$ cat src/rtl/root_port_pkg.sv
// package: register map, fields and timing constants of the root port block
package root_port_pkg;

  // ----------------------------------------------------------------------
  // register offsets (byte addresses from the i/o base)
  // ----------------------------------------------------------------------
  localparam logic [7:0] PORT0_OFFSET = 8'h10;
  localparam logic [7:0] PORT1_OFFSET = 8'h12;

  // ----------------------------------------------------------------------
  // field positions of port_state_control_reg
  // ----------------------------------------------------------------------
  localparam int BIT_ENABLE     = 2;
  localparam int BIT_LINE_DP    = 4;
  localparam int BIT_LINE_DM    = 5;
  localparam int BIT_RESUME     = 6;
  localparam int BIT_ALWAYS_ONE = 7;
  localparam int BIT_OC_ACTIVE  = 10;
  localparam int BIT_OC_IND     = 11;
  localparam int BIT_SUSPEND    = 12;

  localparam logic [15:0] PORT_RESET_VALUE = 16'h0080;
  localparam logic [15:0] WORD_ZERO        = 16'h0000;

  // ----------------------------------------------------------------------
  // frame length: base count plus the 7-bit adjust field
  // ----------------------------------------------------------------------
  localparam logic [13:0] FRAME_BASE_CLOCKS = 14'h2EA0; // 11936
  localparam logic [6:0]  FRAME_ADJ_RESET   = 7'h40;    // 64 -> 12000

  // ----------------------------------------------------------------------
  // types
  // ----------------------------------------------------------------------
  typedef enum logic [1:0] {
    PORT_DISABLED,
    PORT_ENABLED,
    PORT_SUSPENDED
  } port_mode_t;

  typedef enum {
    SUSP_IDLE,
    SUSP_WAIT,
    SUSP_ACTIVE
  } susp_state_t;

  // per-port line and fault inputs
  typedef struct packed {
    logic dp;
    logic dm;
    logic oc_n;
    logic resume_k;
  } port_line_t;

  // per-port state
  typedef struct packed {
    logic        enable;
    logic        suspend_req;
    susp_state_t susp;
    logic        oc_ind;
    logic        oc_meta;
    logic        oc_sync;
    logic        oc_prev;
    logic        resume_det;
    logic [1:0]  line;
  } port_state_t;

endpackage

$ cat src/rtl/usb_root_port_status_control.sv
// root hub port status and control logic for two downstream ports
`timescale 1ns/1ps
`default_nettype none

module usb_root_port_status_control #(
  parameter int NUM_PORTS = 2
) (
  // clock and reset
  input  wire logic                         clock,
  input  wire logic                         rst,
  // word-wide i/o register port
  input  wire logic                         io_write,
  input  wire logic                         io_read,
  input  wire logic [7:0]                   io_addr,
  input  wire logic [15:0]                  io_wdata,
  output logic      [15:0]                  io_rdata,
  // frame timing
  input  wire logic [6:0]                   frame_length_adjust_reg,
  output logic      [13:0]                  frame_length_clocks,
  // host command and schedule status
  input  wire logic                         global_suspend,
  input  wire logic                         global_reset,
  input  wire logic [NUM_PORTS-1:0]         port_reset,
  input  wire logic                         transaction_busy,
  input  wire logic                         babble_out,
  input  wire logic                         sof_sent,
  // downstream data path gating
  input  wire logic [NUM_PORTS-1:0]         tx_request,
  output logic      [NUM_PORTS-1:0]         tx_allow,
  output logic      [NUM_PORTS-1:0]         se0_allow,
  output logic      [NUM_PORTS-1:0]         sof_allow,
  output logic      [NUM_PORTS-1:0]         resume_detect_flag,
  // per-port line inputs
  input  wire root_port_pkg::port_line_t [NUM_PORTS-1:0] line_in,
  output root_port_pkg::port_mode_t [NUM_PORTS-1:0]      port_mode
);
  import root_port_pkg::*;

  typedef struct packed {
    port_state_t [NUM_PORTS-1:0] port;
    logic [13:0]                 frame_len;
    logic [15:0]                 rdata;
  } state_t;

  state_t state_reg;
  state_t state_next;

  logic [NUM_PORTS-1:0] wr_hit;
  logic [NUM_PORTS-1:0] rd_hit;
  logic [15:0]          word_view [NUM_PORTS];

  // ----------------------------------------------------------------------
  // address decode and read view
  // ----------------------------------------------------------------------
  for (genvar p = 0; p < NUM_PORTS; p++) begin : g_view
    localparam logic [7:0] OFFS = (p == 0) ? PORT0_OFFSET : PORT1_OFFSET;
    // only full words are decoded; no byte lanes exist
    assign wr_hit[p] = io_write && (io_addr == OFFS);
    assign rd_hit[p] = io_read && (io_addr == OFFS);
    always_comb begin
      word_view[p] = PORT_RESET_VALUE;
      word_view[p][BIT_ENABLE]    = state_reg.port[p].enable;
      word_view[p][BIT_LINE_DP]   = state_reg.port[p].line[0];
      word_view[p][BIT_LINE_DM]   = state_reg.port[p].line[1];
      word_view[p][BIT_RESUME]    = state_reg.port[p].resume_det;
      word_view[p][BIT_OC_ACTIVE] = state_reg.port[p].oc_sync;
      word_view[p][BIT_OC_IND]    = state_reg.port[p].oc_ind;
      // suspend reads one only once the port really suspended
      word_view[p][BIT_SUSPEND] =
        (state_reg.port[p].susp == SUSP_ACTIVE);
    end
  end

  // ----------------------------------------------------------------------
  // next-state logic
  // ----------------------------------------------------------------------
  always_comb begin
    state_next = state_reg;
    state_next.rdata = WORD_ZERO;
    // new adjust value takes effect for the next frame length
    state_next.frame_len =
      FRAME_BASE_CLOCKS + {7'h00, frame_length_adjust_reg};
    for (int p = 0; p < NUM_PORTS; p++) begin
      // two-flop synchroniser; only the second stage feeds the edge
      state_next.port[p].oc_meta = ~line_in[p].oc_n;
      state_next.port[p].oc_sync = state_reg.port[p].oc_meta;
      state_next.port[p].oc_prev = state_reg.port[p].oc_sync;
      // line status sampled; low bit plus line, high bit minus line
      state_next.port[p].line = {line_in[p].dm, line_in[p].dp};
      if (rd_hit[p]) begin
        state_next.rdata = word_view[p];
      end
      // write one clears the indicator; a new edge wins over the clear
      if (wr_hit[p] && io_wdata[BIT_OC_IND]) begin
        state_next.port[p].oc_ind = 1'b0;
      end
      if (state_reg.port[p].oc_sync && !state_reg.port[p].oc_prev) begin
        state_next.port[p].oc_ind = 1'b1;
      end
      if (wr_hit[p]) begin
        state_next.port[p].enable = io_wdata[BIT_ENABLE];
        // suspend request is masked off during global suspend
        state_next.port[p].suspend_req =
          io_wdata[BIT_SUSPEND] && !global_suspend;
      end
      // suspend sequencing: wait out a running transaction
      case (state_reg.port[p].susp)
        SUSP_IDLE: begin
          if (state_next.port[p].suspend_req &&
              state_next.port[p].enable) begin
            state_next.port[p].susp = SUSP_WAIT;
          end
        end
        SUSP_WAIT: begin
          if (!state_reg.port[p].suspend_req) begin
            state_next.port[p].susp = SUSP_IDLE;
          end else if (!transaction_busy) begin
            state_next.port[p].susp = SUSP_ACTIVE;
          end
        end
        SUSP_ACTIVE: begin
          if (!state_next.port[p].suspend_req ||
              !state_next.port[p].enable) begin
            state_next.port[p].susp = SUSP_IDLE;
          end
        end
        default: state_next.port[p].susp = SUSP_IDLE;
      endcase
      // resume stays detectable while suspended
      if (state_reg.port[p].susp == SUSP_ACTIVE &&
          line_in[p].resume_k) begin
        state_next.port[p].resume_det = 1'b1;
      end
      if (wr_hit[p] && !io_wdata[BIT_RESUME]) begin
        state_next.port[p].resume_det = 1'b0;
      end
      // resets return the port to disabled and idle
      if (port_reset[p] || global_reset) begin
        state_next.port[p].enable      = 1'b0;
        state_next.port[p].suspend_req = 1'b0;
        state_next.port[p].susp        = SUSP_IDLE;
      end
    end
  end

  // ----------------------------------------------------------------------
  // state register
  // ----------------------------------------------------------------------
  always_ff @(posedge clock) begin
    if (rst) begin
      for (int p = 0; p < NUM_PORTS; p++) begin
        state_reg.port[p].enable      <= 1'b0;
        state_reg.port[p].suspend_req <= 1'b0;
        state_reg.port[p].susp        <= SUSP_IDLE;
        state_reg.port[p].oc_ind      <= 1'b0;
        state_reg.port[p].oc_meta     <= 1'b0;
        state_reg.port[p].oc_sync     <= 1'b0;
        state_reg.port[p].oc_prev     <= 1'b0;
        state_reg.port[p].resume_det  <= 1'b0;
        state_reg.port[p].line        <= 2'h0;
      end
      state_reg.frame_len <= FRAME_BASE_CLOCKS + {7'h00, FRAME_ADJ_RESET};
      state_reg.rdata     <= WORD_ZERO;
    end else begin
      state_reg <= state_next;
    end
  end

  // ----------------------------------------------------------------------
  // outputs: mode decode and downstream gating
  // ----------------------------------------------------------------------
  assign io_rdata            = state_reg.rdata;
  assign frame_length_clocks = state_reg.frame_len;
  for (genvar p = 0; p < NUM_PORTS; p++) begin : g_out
    logic susp_now;
    assign susp_now = (state_reg.port[p].susp == SUSP_ACTIVE);
    // mode from suspend and enable bits
    assign port_mode[p] = !state_reg.port[p].enable ? PORT_DISABLED :
                          susp_now ? PORT_SUSPENDED :
                          PORT_ENABLED;
    // suspended port passes nothing downstream but reset signalling
    assign tx_allow[p] = tx_request[p] && state_reg.port[p].enable &&
                         !susp_now;
    assign se0_allow[p] = port_reset[p] || global_reset;
    // frame starts stop once suspend is asked; a babbled out keeps them
    // allowed while the port waits to suspend, only for as long as babble_out stays high
    assign sof_allow[p] = state_reg.port[p].enable &&
      (state_reg.port[p].susp == SUSP_IDLE ||
      (state_reg.port[p].susp == SUSP_WAIT && babble_out));
    assign resume_detect_flag[p] = state_reg.port[p].resume_det;

  end
endmodule

`default_nettype wire

$ cat config.mk
export PLATFORM = sky130hd
export DESIGN_NAME = usb_root_port_status_control
export DESIGN_NICKNAME = d
export VERILOG_FILES = /design/src/rtl/root_port_pkg.sv /design/src/rtl/usb_root_port_status_control.sv
export SDC_FILE = /design/constraint.sdc
export NUM_CORES = 1
export LEC_CHECK = 0
export BUFFER_PORTS_ARGS = -buffer_cell sky130_fd_sc_hd__buf_2
export CORE_MARGIN = 2
export CORE_UTILIZATION = 47
export CTS_BUF_LIST = sky130_fd_sc_hd__clkbuf_16
export DETAILED_ROUTE_END_ITERATION = 10
export PLACE_DENSITY = 0.84
export SYNTH_ARGS = -nofsm -noshare
export SYNTH_HDL_FRONTEND = slang
export SYNTH_SLANG_ARGS = --single-unit
$ cat constraint.sdc
create_clock -name clock -period 3.9 [get_ports clock]
set_input_delay 0 -clock clock [delete_from_list [all_inputs] [get_ports clock]]
set_output_delay 0 -clock clock [all_outputs]
set_load 0.01 [all_outputs]
# [After elaboration in Yosys (flattened, before gate mapping)]
# Index checks and enable logic that the tools add are counted.
[word_totals] reg_bits=112 latch_bits=0 ramBits=0 mem_bits_ro=0 input_bits=52 output_inout_bits=42 elab_cells=113 mem_count=0
[classes] add_sub_neg=1 mul=0 n_div=0 order_cmp=0 eq_ne=16 n_shift=0 n_mux=21 n_bitwise=2 n_reduce_logical=52
[ops] operator="two-way mux 32 bit" n=7
[ops] operator="case mux 32 bit (3 select lines)" n=2
[ops] operator="== test 32 x 2 -> 1 bit, second input constant" n=4
[ops] operator="logical NOT 32 bit" n=4
[ops] operator="== test 32 x 1 -> 1 bit, second input constant" n=2
[ops] operator="== test 32 x 3 -> 1 bit, second input constant" n=2
[ops] operator="two-way mux 13 bit" n=2
[ops] operator="logical AND 1 bit" n=23
[ops] operator="== test 8 x 5 -> 1 bit, second input constant" n=2
[ops] operator="adder 14 x 7 -> 14 bit, first input constant" n=1
[ops] operator="two-way mux 2 bit" n=6
[ops] operator="logical NOT 1 bit" n=10
[ops] operator="OR reduction 2 bit" n=5
[ops] operator="inequality test 2 bit, second input constant" n=4
[ops] operator="logical OR 1 bit" n=6
[ops] operator="inequality test 3 bit, second input constant" n=2
[ops] operator="AND reduction 3 bit" n=2
[ops] operator="two-way mux 1 bit" n=4
[ops] operator="nonzero test 2 bit" n=2
[ops] operator="inverter 1 bit" n=2

# [Longest topological paths before layout]
# Gate-level depths: netlist (run 1).
[depth] depth_word=7 depth_mapped=5 mapped_depth_nobuf=4

# [Worst setup path before layout (run 1)]
# OpenSTA, ideal clock, no wires.
[synth_path] path_type="input port to flip-flop" start="input port io_addr[7]" end="register state_reg[38] in the netlist's numbering" setup_ns=0.092 arrival_ns=1.254 required_time_ns=3.808 setup_slack_ns=2.553 cell_stages=4 path_buffers=0 path_cell_list="or4b_4 nor3_4 mux2_2 o32ai_1"
[synth_via] elab_chain_cells=7 elab_cells_between_ends=10 classes_between="eq/ne: 3; mux: 1; reduce/logical: 6"
[synth_rtl] item="start, declared" line_no="usb_root_port_status_control.sv:14" rtl="input wire logic [7:0] io_addr,"
[synth_rtl] item="== test 8 x 5 -> 1 bit (*)" line_no="usb_root_port_status_control.sv:58" rtl="assign wr_hit[p] = io_write && (io_addr == OFFS);"
[synth_rtl] item="logical AND 1 bit (*)" line_no="usb_root_port_status_control.sv:58"
[synth_rtl] item="two-way mux 2 bit (*)" line_no="usb_root_port_status_control.sv:100" rtl="if (wr_hit[p]) begin"
[synth_rtl] item="logical NOT 1 bit, on equally long branches" line_no="usb_root_port_status_control.sv:122, usb_root_port_status_control.sv:123"
[synth_rtl] item="logical OR 1 bit" line_no="usb_root_port_status_control.sv:122" rtl="if (!state_next.port[p].suspend_req ||"
[synth_rtl] item="inequality test 2 bit (no line)"
[synth_rtl] item="AND reduction 3 bit (no line) (*)"
[synth_rtl] item="end signal, assigned" line_no="usb_root_port_status_control.sv:165" rtl="state_reg <= state_next;"
[synth_rtl] item="end, declared" line_no="usb_root_port_status_control.sv:45" rtl="state_t state_reg;"
# Every way passes the cells marked *; elsewhere a longest branch is shown, timed or not.
# A chain may end at the register's enable or synchronous reset.

# [Worst setup path after layout (run 1)]
[layout_path] start="register state_reg[78] in the netlist's numbering" end="output port tx_allow[1]"
[layout_via] elab_chain_cells=3
[layout_rtl] item="== test 32 x 3 -> 1 bit" line_no="usb_root_port_status_control.sv:176" rtl="assign susp_now = (state_reg.port[p].susp == SUSP_ACTIVE);"
[layout_rtl] item="logical NOT 1 bit" line_no="usb_root_port_status_control.sv:183" rtl="!susp_now;"
[layout_rtl] item="logical AND 1 bit" line_no="usb_root_port_status_control.sv:182" rtl="assign tx_allow[p] = tx_request[p] && state_reg.port[p].enable &&"
[layout_rtl] item="end, declared" line_no="usb_root_port_status_control.sv:29" rtl="output logic [NUM_PORTS-1:0] tx_allow,"
# No other way between the ends.

==> qor.log, run 1 <==
INFO  clocking       cts_max_path_buffers=2
INFO  clocking       ctsResizeCount=0
INFO  critical_path  worst-r2r-cell-count=3
INFO  floorplan      die_y=64.8um
INFO  place          globalplace.congestion=0.722
INFO  clocking       clock_tree_from_tritoncts=yes
INFO  sta            hold_viol_final=0
INFO  grt            met1_usage=0.186
INFO  grt            globalRouteOverflowTotal=0
INFO  critical_path  timing.critical_path.arrival=1.34ns
INFO  synthesis      synth.yosys.seq_area_share=0.449
INFO  sta            timing.setup.tns=0ns
INFO  cells_and_area seq_area=781um2
INFO  floorplan      std_cell_rows=22
INFO  sta            timing_max_transition_violations_final=0
INFO  drt            drt_iter0_markers=38
INFO  sta            rsz0062_at_grt=no
INFO  critical_path  critPathTopFamily=simple AND/OR/NAND/NOR gates
INFO  critical_path  critPathMaxStageDelay=0.35ns
INFO  synthesis      yosys.area.top_type_share=0.449
INFO  critical_path  critical_path.most_common_cell=nor2b_1
INFO  pwr            pwr_density_cell=396nW/um2
INFO  cells_and_area number_of_nets_in_the_layout=297
INFO  drt            routed_wirelength=3300um
INFO  clocking       insertion_delay=0.28ns
INFO  place          placedInstanceArea=1910um2
INFO  critical_path  critical_path.cell_chain=nor2b_1, nor2b_1, and2_1, buf_2
INFO  synthesis      synth.area.top_cells=dfxtp_1 (45%), buf_4 (14%), nor2b_1 (7.6%)
INFO  worst_hold_path holdPathStages=3
INFO  drt            final_antenna_net_count=0
INFO  clocking       clockRootBuffer=clkbuf_16
INFO  clocking       post-cts-setup-buffer-count=0
INFO  critical_path  cpMaxStageDelayCell=dfxtp_1
INFO  sta            slew-limit-headroom=0.661
INFO  clocking       cts_hold_repair.buffers=13
INFO  place          dpl.cell_count=272
INFO  grt            global_route.usage.met2=0.273
INFO  drt            dr_total_vias=1333
INFO  synthesis      syn_area=1740um2
INFO  cells_and_area mostFrequentLayoutCell=buf_2
INFO  drt            route.detailed.vias_per_inst=4.55
INFO  cells_and_area fillers=335
INFO  synthesis      yosysUniqueCellTypes=33
INFO  sta            max_slew.worst_pin.slew=0.509ns
INFO  critical_path  timing.critical_path.required=3.90ns
INFO  cells_and_area drive_gt1_frac=0.343
INFO  clocking       clk_pin_slew_worst_paths=0.05ns
INFO  critical_path  worstPathMaxFanout=6
INFO  cells_and_area ant_diodes=0
INFO  worst_hold_path holdCritPathClass=in2reg
INFO  synthesis      yosysTopAreaCell=dfxtp_1
INFO  floorplan      die_x=64.8um
INFO  grt            grt_pass1_wl=5200um
INFO  critical_path  critical_path_type=reg2out
INFO  drt            final_routed_drc_violation_total=0
INFO  pwr            peakVddDrop=0.210mV
INFO  floorplan      start_util=0.482
INFO  synthesis      avgSynthCellArea=9.40um2
INFO  synthesis      synth_cells=185
INFO  grt            antenna_found_initial=0
INFO  synthesis      synth-warning-count=0
INFO  cells_and_area multi_input_comb_area=722um2
INFO  floorplan      core-area=3610um2
INFO  clocking       htree_levels=2
INFO  sta            setup_violations=0
INFO  critical_path  crit_buf_inv=1
INFO  grt            top_usage_layer=met2
INFO  critical_path  crit_path_start_kind=flop
INFO  sta            min_period=1.34ns
INFO  synthesis      yosys_register_bits=39
INFO  sta            max_clock_freq=749MHz
INFO  cells_and_area largest_register_ffs=16
INFO  grt            met3_usage=0.0434
INFO  drt            routedWlPerCell=11.3um
INFO  drt            drtPass1Iterations=4
INFO  sta            finalCritPeriodShare=0.342
INFO  pwr            power.leakage=1.01nW
INFO  cells_and_area final_design_area_no_fill=2180um2
INFO  grt            grt_usage=0.159
INFO  floorplan      design.portCount=94
INFO  critical_path  critical_path_cell_count=4
INFO  cells_and_area layoutNonFillerInstCount=293
INFO  cells_and_area area_growth=25.4%
INFO  clocking       cts_made_buffers=5
INFO  status         outcome=finished clean
INFO  place          portBuffers=67
INFO  cells_and_area layout.cells.most_common_list=buf_2 (67), dfxtp_1 (39), nor2b_1 (21)
INFO  grt            pin_count_of_the_biggest_net_entering_global_routing=32
INFO  floorplan      fp.dieArea=4200um2
INFO  clocking       cts_sinks=39
INFO  place          dpl.hpwl=2320um
INFO  critical_path  crit_path_end_kind=primary output
INFO  job            max_cap_violations=0
INFO  sta            finalClockSkew=0.00547ns
INFO  grt            first_global_vias=1207
area by class of cell:
type                            count  share of cell area
Timing Repair Buffer               80               0.213
Sequential cell                    39               0.358
Multi-Input combinational cell    115               0.331
Clock buffer                        5              0.0574
Inverter                            3             0.00516
Tap cell                           48              0.0275
Clock inverter                      3             0.00746
power by group:
group	switching, mW	internal (mW)
combinational	0.0353	0.0371
clock	0.146	0.233
sequential	0.00278	0.409
total	0.185	0.679
cell usage after synthesis:
master and n:
nand4_1 2, nand2_1 6, buf_1 1, nand3_1 2
nor3b_1 2, nor4_1 1, nor3_1 7, ha_1 1
mux2i_1 10, nor3_4 1, or4b_1 1, dfxtp_1 39
buf_4 32, o41ai_1 1, nor2_4 1, and3_1 1
o32ai_1 2, conb_1 2, nor2_1 13, a31oi_1 1
or4b_4 2, inv_1 3, nand2b_1 4, and2_1 4
nor2b_1 21, nor4b_1 1, or2_2 4, a32oi_1 1
mux2_2 2, clkbuf_1 6, a21oi_1 6, or3_1 4
o21ai_0 1
worst min-delay path, stage by stage:
cell,delay [ns]
buf_2,0.08
ha_1,0.10
or2_2,0.08
layer usage:
layer | wire [um] | vias to the layer above
li1 | - | 689
met1 | 1400 | 588
met2 | 1640 | 51
met3 | 222 | 5
met4 | 36 | 0
met5 | 0 | -
metrics by stage:
step | power, mW | hold slack [ns] | worst slack, ns | util
after detailed placement | 0.483 | 0.157 | 2.36 | 0.529
after global routing | 0.898 | 0.0393 | 2.43 | 0.605
after CTS | 0.867 | 0.0100 | 2.53 | 0.605
after global placement | 0.481 | 0.155 | 2.36 | 0.529
final | 0.864 | 0.0232 | 2.56 | 0.605
after floorplan | 0.469 | 0.0667 | 2.55 | -
kinds of logic after synthesis:
logic type	after synthesis	synth area share
AOI/OAI and AO/OA	12	0.0439
adders and majority gates	1	0.00719
and+or+nand+nor	77	0.265
muxes	12	0.0705
buffers and inverters	42	0.160
other	2	0.00432
DFF	39	0.449
worst paths after layout:
path              slack [ns]                endpoint                        from
hold reg to reg         0.43          state_next[74]              state_next[75]
setup reg to reg        2.76           state_reg[38]               state_reg[37]
setup / recovery        2.56             tx_allow[1]               state_reg[78]
hold / removal          0.02  frame_length_clocks[6]  frame_length_adjust_reg[6]
(Power assumes the default switching activity.)
==> run 2, diff against run 1 <==
--- a/config.mk
+++ b/config.mk
@@ -7,10 +7,10 @@
 export LEC_CHECK = 0
 export BUFFER_PORTS_ARGS = -buffer_cell sky130_fd_sc_hd__buf_2
 export CORE_MARGIN = 2
-export CORE_UTILIZATION = 47
+export CORE_UTILIZATION = 40
 export CTS_BUF_LIST = sky130_fd_sc_hd__clkbuf_16
 export DETAILED_ROUTE_END_ITERATION = 10
-export PLACE_DENSITY = 0.84
+export PLACE_DENSITY = 0.76
 export SYNTH_ARGS = -nofsm -noshare
 export SYNTH_HDL_FRONTEND = slang
 export SYNTH_SLANG_ARGS = --single-unit
==> constraint.sdc (replaced) <==
create_clock -name clock -period 1.2 [get_ports clock]
set_input_delay 0 -clock clock [delete_from_list [all_inputs] [get_ports clock]]
set_output_delay 0 -clock clock [all_outputs]
set_load 0.01 [all_outputs]
==> qor.log, run 2 (same netlist as run 1, synthesis figures left out) <==
INFO  place          dpl.hpwl=2760um [was 2320 um]
INFO  grt            grt_pass1_wl=5890um [was 5200 um]
INFO  critical_path  timing.critical_path.arrival=1.36ns [was 1.34 ns]
INFO  drt            final_routed_drc_violation_total=0 [unchanged]
INFO  pwr            pwr-share-seq=0.439 [was 0.477]
INFO  pwr            peakVddDrop=0.862mV [was 0.210 mV]
INFO  sta            rsz0062_at_grt=no [unchanged]
INFO  clocking       cts_max_path_buffers=2 [unchanged]
INFO  grt            grt_usage=0.153 [was 0.159]
INFO  worst_hold_path holdCritPathClass=in2reg [unchanged]
INFO  critical_path  critical_path_type=reg2reg [was reg2out]
INFO  sta            finalClockSkew=0.00415ns [was 0.00547 ns]
INFO  pwr            swShare=0.202 [was 0.214]
INFO  clocking       cts_made_buffers=5 [unchanged]
INFO  clocking       cts_sinks=39 [unchanged]
INFO  critical_path  cpMaxStageDelayCell=dfxtp_4 [was dfxtp_1]
INFO  place          globalplace.congestion=0.841 [was 0.722]
INFO  critical_path  critical_path.cell_chain=nand2b_4, buf_4, or3_1, o32ai_2 [was nor2b_1, nor2b_1, and2_1, buf_2]
INFO  floorplan      die_x=69.9um [was 64.8 um]
INFO  drt            routedWlPerCell=12.2um [was 11.3 um]
INFO  cells_and_area drive_gt1_frac=0.403 [was 0.343]
INFO  sta            timing_max_transition_violations_final=0 [unchanged]
INFO  pwr            p_total=3.05mW [was 0.864 mW]
INFO  pwr            power.clock.fraction=0.476 [was 0.439]
INFO  critical_path  critPathMaxStageDelay=0.36ns [was 0.35 ns]
INFO  pwr            switchingPower=0.616mW [was 0.185 mW]
INFO  clocking       insertion_delay=0.28ns [about the same]
INFO  clocking       clock_tree_from_tritoncts=yes [unchanged]
INFO  critical_path  worstPathMaxFanout=7 [was 6]
INFO  pwr            power.share.combinational=0.085 [was 0.084]
INFO  critical_path  crit_path_start_kind=flop [unchanged]
INFO  floorplan      fp.dieArea=4890um2 [was 4200 um2]
INFO  drt            final_antenna_net_count=0 [unchanged]
INFO  cells_and_area area_growth=35.0% [was 25.4%]
INFO  cells_and_area number_of_nets_in_the_layout=310 [was 297]
INFO  sta            setup_violations=0 [unchanged]
INFO  clocking       clk_pin_slew_worst_paths=0.06ns [was 0.05 ns]
INFO  pwr            pwr_density_cell=1300nW/um2 [was 396 nW/um2]
INFO  floorplan      design.portCount=94 [unchanged]
INFO  sta            min_period=1.17ns
INFO  sta            max_clock_freq=851MHz
INFO  grt            first_global_vias=1276 [was 1207]
INFO  pwr            power.leakage=1.09nW [was 1.01 nW]
INFO  drt            dr_total_vias=1420 [was 1333]
INFO  sta            final.hold.worst_slack=0.0175ns [was 0.0232 ns]
INFO  grt            pin_count_of_the_biggest_net_entering_global_routing=19 [was 32]
INFO  clocking       htree_levels=2 [unchanged]
INFO  floorplan      die_y=69.9um [was 64.8 um]
INFO  sta            hold_viol_final=0 [unchanged]
INFO  critical_path  crit_path_end_kind=flop [was primary output]
INFO  floorplan      core-area=4090um2 [was 3610 um2]
INFO  drt            route.detailed.vias_per_inst=4.61 [was 4.55]
INFO  drt            routed_wirelength=3760um [was 3300 um]
INFO  cells_and_area fillers=364 [was 335]
INFO  job            max_cap_violations=0 [unchanged]
INFO  floorplan      std_cell_rows=23 [was 22]
INFO  cells_and_area ant_diodes=0 [unchanged]
INFO  grt            antenna_found_initial=0 [unchanged]
INFO  place          portBuffers=67 [unchanged]
INFO  cells_and_area mostFrequentLayoutCell=buf_2 [unchanged]
INFO  floorplan      start_util=0.426 [was 0.482]
INFO  clocking       clockRootBuffer=clkbuf_16 [unchanged]
INFO  grt            globalRouteOverflowTotal=0 [unchanged]
INFO  critical_path  timing.critical_path.required=1.39ns [was 3.90 ns]
INFO  cells_and_area largest_register_ffs=16 [unchanged]
INFO  pwr            p_int=2.43mW [was 0.679 mW]
INFO  drt            drtPass1Iterations=4 [unchanged]
INFO  sta            finalCritPeriodShare=0.979
INFO  status         outcome=finished clean [unchanged]
INFO  drt            drt_iter0_markers=37 [was 38]
INFO  cells_and_area layout.cells.most_common_list=buf_2 (66), dfxtp_1 (36), nor2b_1 (19) [was buf_2 (67), dfxtp_1 (39), nor2b_1 (21)]
run 2: cell count changes in the layout (fill, tap and decap cells not counted), sizes merged:
| cell | delta |
|---|---|
| buf | +13 |
| bufinv | +1 |
| clkinv | +1 |
| clkinvlp | -1 |
| inv | -1 |
run 2: worst max-delay path, delay by kind of cell (launching register included):
kind,cells,cell delay (ns)
AO/OA/AOI/OAI,1,0.13
AND/OR/NAND/NOR,2,0.46
flip-flops,1,0.36
buffers and inverters,1,0.13
run 2: metrics by stage:
step                      setup TNS [ns]  instances  instance area, um2   util  setup WS (ns)
after floorplan                   -0.301        196                1790      -         -0.134
after global placement             -1.43        286                2010  0.493         -0.225
after detailed placement           -2.10        286                2010  0.493         -0.264
after CTS                              0        307                2330  0.570         0.0115
after global routing                   0        308                2350  0.575        0.00516
final                                  0        308                2350  0.575         0.0256
run 2: metal layers:
metal  global-route usage  wire length (um)  up-vias  part of all wire
met2                0.258              1880       49              0.50
met4               0.0705                72        0             0.019
met1                0.184              1630      647              0.43
met5                    0                 0        -                 0
met3               0.0346               180        7             0.048
li1                     -                 -      717                 -
run 2: worst paths after layout:
kind	to	slack, ns	startpoint	cells after the start
setup / recovery	state_reg[38]	0.03	state_reg[37]	4
hold reg to reg	state_next[74]	0.44	state_next[75]	1
hold / removal	frame_length_clocks[6]	0.02	frame_length_adjust_reg[6]	3
setup reg to reg	state_reg[38]	0.03	state_reg[37]	4
run 2: power groups by stage:
stage / clock network (mW) / logic (mW) / registers (mW)
after floorplan: 0 / 0.159 / 1.37
after global placement: 0 / 0.217 / 1.37
after detailed placement: 0 / 0.222 / 1.37
after CTS: 1.47 / 0.256 / 1.34
after global routing: 1.53 / 0.282 / 1.34
final: 1.45 / 0.259 / 1.34
run 2: repair_timing:
| item | CTS | global route |
|---|---|---|
| setup endpoints to repair | 5 | 5 |
| buffers inserted | 1 | 1 |
| gates resized for setup | 6 | 4 |
| hold buffers | 13 | 0 |
| endpoints found under the hold margin | 14 | 0 |
| pin swaps | 0 | 2 |
run 2: cell type report:
cell class / count / area [um2] / area share
clock inverter: 3 / 38.8 / 0.0165
timing repair buffer: 93 / 573 / 0.244
tap: 50 / 62.6 / 0.0266
clock buffer: 5 / 125 / 0.0533
sequential: 39 / 787 / 0.335
multi-input combinational: 115 / 751 / 0.320
inverter: 3 / 11.3 / 0.00479
==> run 3, diff against run 2 <==
--- a/config.mk
+++ b/config.mk
@@ -10,7 +10,7 @@
 export CORE_UTILIZATION = 40
 export CTS_BUF_LIST = sky130_fd_sc_hd__clkbuf_16
 export DETAILED_ROUTE_END_ITERATION = 10
-export PLACE_DENSITY = 0.76
+export PLACE_DENSITY = 0.81
 export SYNTH_ARGS = -nofsm -noshare
 export SYNTH_HDL_FRONTEND = slang
 export SYNTH_SLANG_ARGS = --single-unit
==> qor.log, run 3 (same netlist as run 1, synthesis figures left out) <==
INFO  critical_path  cpMaxStageDelayCell=or4b_4 [was dfxtp_4]
INFO  sta            finalCritPeriodShare=0.981 [was 0.979]
INFO  critical_path  r2r_start=state_reg[38] [was state_reg[37]]
INFO  grt            globalRouteOverflowTotal=0 [unchanged]
INFO  clocking       clock_tree_from_tritoncts=yes [unchanged]
INFO  drt            top_layer=met4 [unchanged]
INFO  clocking       htree_levels=2 [unchanged]
INFO  cells_and_area number_of_nets_in_the_layout=309 [was 310]
INFO  drt            final_routed_drc_violation_total=0 [unchanged]
INFO  floorplan      start_util=0.426 [unchanged]
INFO  clocking       cts_sinks=39 [unchanged]
INFO  floorplan      die_y=69.9um [unchanged]
INFO  drt            routed_wirelength=3720um [was 3760 um]
INFO  critical_path  crit_buf_inv=1 [unchanged]
INFO  drt            final_antenna_net_count=0 [unchanged]
INFO  cells_and_area area_growth=34.0% [was 35.0%]
INFO  clocking       insertion_delay=0.27ns [was 0.28 ns]
INFO  drt            routedWlPerCell=12.1um [was 12.2 um]
INFO  place          portBuffers=67 [unchanged]
INFO  status         outcome=finished clean [unchanged]
INFO  cells_and_area mostFrequentLayoutCell=buf_2 [unchanged]
INFO  critical_path  critical_path.cell_chain=buf_6, or4b_4, nor2_4, or4b_1, a31oi_1 [was nand2b_4, buf_4, or3_1, o32ai_2]
INFO  clocking       clockRootBuffer=clkbuf_16 [unchanged]
INFO  floorplan      design.portCount=94 [unchanged]
INFO  sta            hold_viol_final=0 [unchanged]
INFO  critical_path  timing.rr.end=state_reg[38] [unchanged]
INFO  floorplan      die_x=69.9um [unchanged]
INFO  grt            grt_pass1_wl=6010um [was 5890 um]
INFO  critical_path  timing.critical_path.to=state_reg[37] [was state_reg[38]]
INFO  cells_and_area fillers=357 [was 364]
INFO  critical_path  timing.critical_path.arrival=1.37ns [was 1.36 ns]
INFO  place          dpl.hpwl=2660um [was 2760 um]
INFO  grt            first_global_vias=1316 [was 1276]
INFO  drt            drt_iter0_markers=36 [was 37]
INFO  critical_path  critPathTopFamily=simple AND/OR/NAND/NOR gates [unchanged]
INFO  floorplan      fp.dieArea=4890um2 [unchanged]
INFO  worst_hold_path holdCritPathClass=in2reg [unchanged]
INFO  critical_path  critical_path_cell_count=5 [was 4]
INFO  critical_path  reg2reg_setup_slack=0.06ns [was 0.03 ns]
INFO  sta            timing_max_transition_violations_final=0 [unchanged]
INFO  sta            min_period=1.18ns [was 1.17 ns]
INFO  drt            route.detailed.vias_per_inst=4.54 [was 4.61]
INFO  sta            setup_violations=0 [unchanged]
INFO  sta            rsz0062_at_grt=yes [was no]
INFO  floorplan      core-area=4090um2 [unchanged]
INFO  sta            max_clock_freq=849MHz [was 851 MHz]
INFO  sta            finalClockSkew=0.00354ns [was 0.00415 ns]
INFO  grt            pin_count_of_the_biggest_net_entering_global_routing=22 [was 19]
INFO  job            max_cap_violations=0 [unchanged]
INFO  cells_and_area multi_input_comb_area=759um2 [was 751 um2]
INFO  drt            routed-wl-met3=221um [was 180 um]
INFO  drt            m1WireLength=1590um [was 1630 um]
INFO  pwr            peakVddDrop=0.986mV [was 0.862 mV]
INFO  place          globalplace.congestion=0.875 [was 0.841]
INFO  floorplan      std_cell_rows=23 [unchanged]
INFO  cells_and_area largest_register_ffs=16 [unchanged]
INFO  drt            drtPass1Iterations=4 [unchanged]
INFO  critical_path  worst-r2r-cell-count=2 [was 4]
INFO  pwr            power.leakage=1.08nW [was 1.09 nW]
INFO  clocking       cts_made_buffers=5 [unchanged]
INFO  cells_and_area layout.cells.most_common_list=buf_2 (65), dfxtp_1 (35), nor2b_1 (20) [was buf_2 (66), dfxtp_1 (36), nor2b_1 (19)]
INFO  critical_path  critical_path.startpoint=io_addr[5] [was state_reg[37]]
INFO  clocking       clk_pin_slew_worst_paths=0.06ns [about the same]
INFO  critical_path  crit_path_start_kind=primary input [was flop]
INFO  cells_and_area drive_gt1_frac=0.401 [was 0.403]
INFO  pwr            p_total=2.84mW [was 3.05 mW]
INFO  drt            dr_total_vias=1395 [was 1420]
INFO  clocking       cts_max_path_buffers=2 [unchanged]
INFO  grt            antenna_found_initial=0 [unchanged]
INFO  critical_path  worstPathMaxFanout=3 [was 7]
INFO  critical_path  critical_path_type=in2reg [was reg2reg]
INFO  grt            grt_usage=0.156 [was 0.153]
INFO  cells_and_area final_core_util=0.570 [was 0.575]
INFO  drt            wl_met2=1870um [was 1880 um]
INFO  cells_and_area seq_area=788um2 [was 787 um2]
INFO  critical_path  critPathMaxStageDelay=0.57ns [was 0.36 ns]
INFO  pwr            pwr_density_cell=1220nW/um2 [was 1300 nW/um2]
INFO  critical_path  crit_path_end_kind=flop [unchanged]
INFO  critical_path  timing.critical_path.required=1.40ns [was 1.39 ns]
INFO  cells_and_area ant_diodes=0 [unchanged]
INFO  sta            final.hold.worst_slack=0.0312ns [was 0.0175 ns]
## run 3: cell types whose count changed in the layout (fill, tap and decap cells not counted), sizes merged
cell and delta:
buf -1, inv +1, bufinv -1, clkinv -1, clkinvlp +1
## run 3: worst min path at each step
stage	from	endpoint	depth (start not counted)
after floorplan	line_in[1]	state_next[34]	1
after global routing	line_in[4]	resume_detect_flag[1]	3
after global placement	line_in[1]	state_next[34]	2
final	line_in[0]	resume_detect_flag[0]	3
after CTS	frame_length_adjust_reg[6]	frame_length_clocks[6]	3
after detailed placement	line_in[1]	state_next[34]	2
## run 3: what timing repair did
action,CTS,global route
buffers inserted,1,0
hold buffers,13,0
pin swaps,0,3
resized for setup,5,6
endpoints found under the hold margin,13,0
endpoints found under the setup margin,4,8
## run 3: cell type report
| class | count | share of cell area |
|---|---|---|
| clock buffers | 5 | 0.0537 |
| clock inverters | 3 | 0.00698 |
| inverters | 3 | 0.00483 |
| multi-input cells | 115 | 0.326 |
| flip-flops and latches | 39 | 0.338 |
| well taps | 50 | 0.0268 |
| repair buffers | 92 | 0.244 |
## run 3: metrics by stage
| step | cell area [um2] | worst slack, ns | TNS (ns) | cells |
|---|---|---|---|---|
| floorplan | 1790 | -0.134 | -0.301 | 196 |
| global route | 2330 | -0.0254 | -0.0424 | 307 |
| detailed placement | 2010 | -0.264 | -1.43 | 286 |
| global placement | 2010 | -0.223 | -1.47 | 286 |
| finish | 2330 | 0.0225 | 0 | 307 |
| CTS | 2310 | 0.00873 | 0 | 308 |
## run 3: routing by layer
metal,track usage,up-vias
li1,-,710
met1,0.183,628
met2,0.268,53
met3,0.0418,4
met4,0.0641,0
met5,0,-
## run 3: worst min-delay path, stage by stage
cell and delay [ns]:
buf_2 0.08, a21oi_1 0.05, nor3_1 0.12
## run 3: report_power, final
group	internal [mW]	total (mW)	switching (mW)	leakage, nW
Clock	0.757	1.24	0.480	0.0710
Sequential	1.33	1.34	0.00947	0.321
Combinational	0.140	0.265	0.125	0.683
Total	2.22	2.84	0.615	1.08
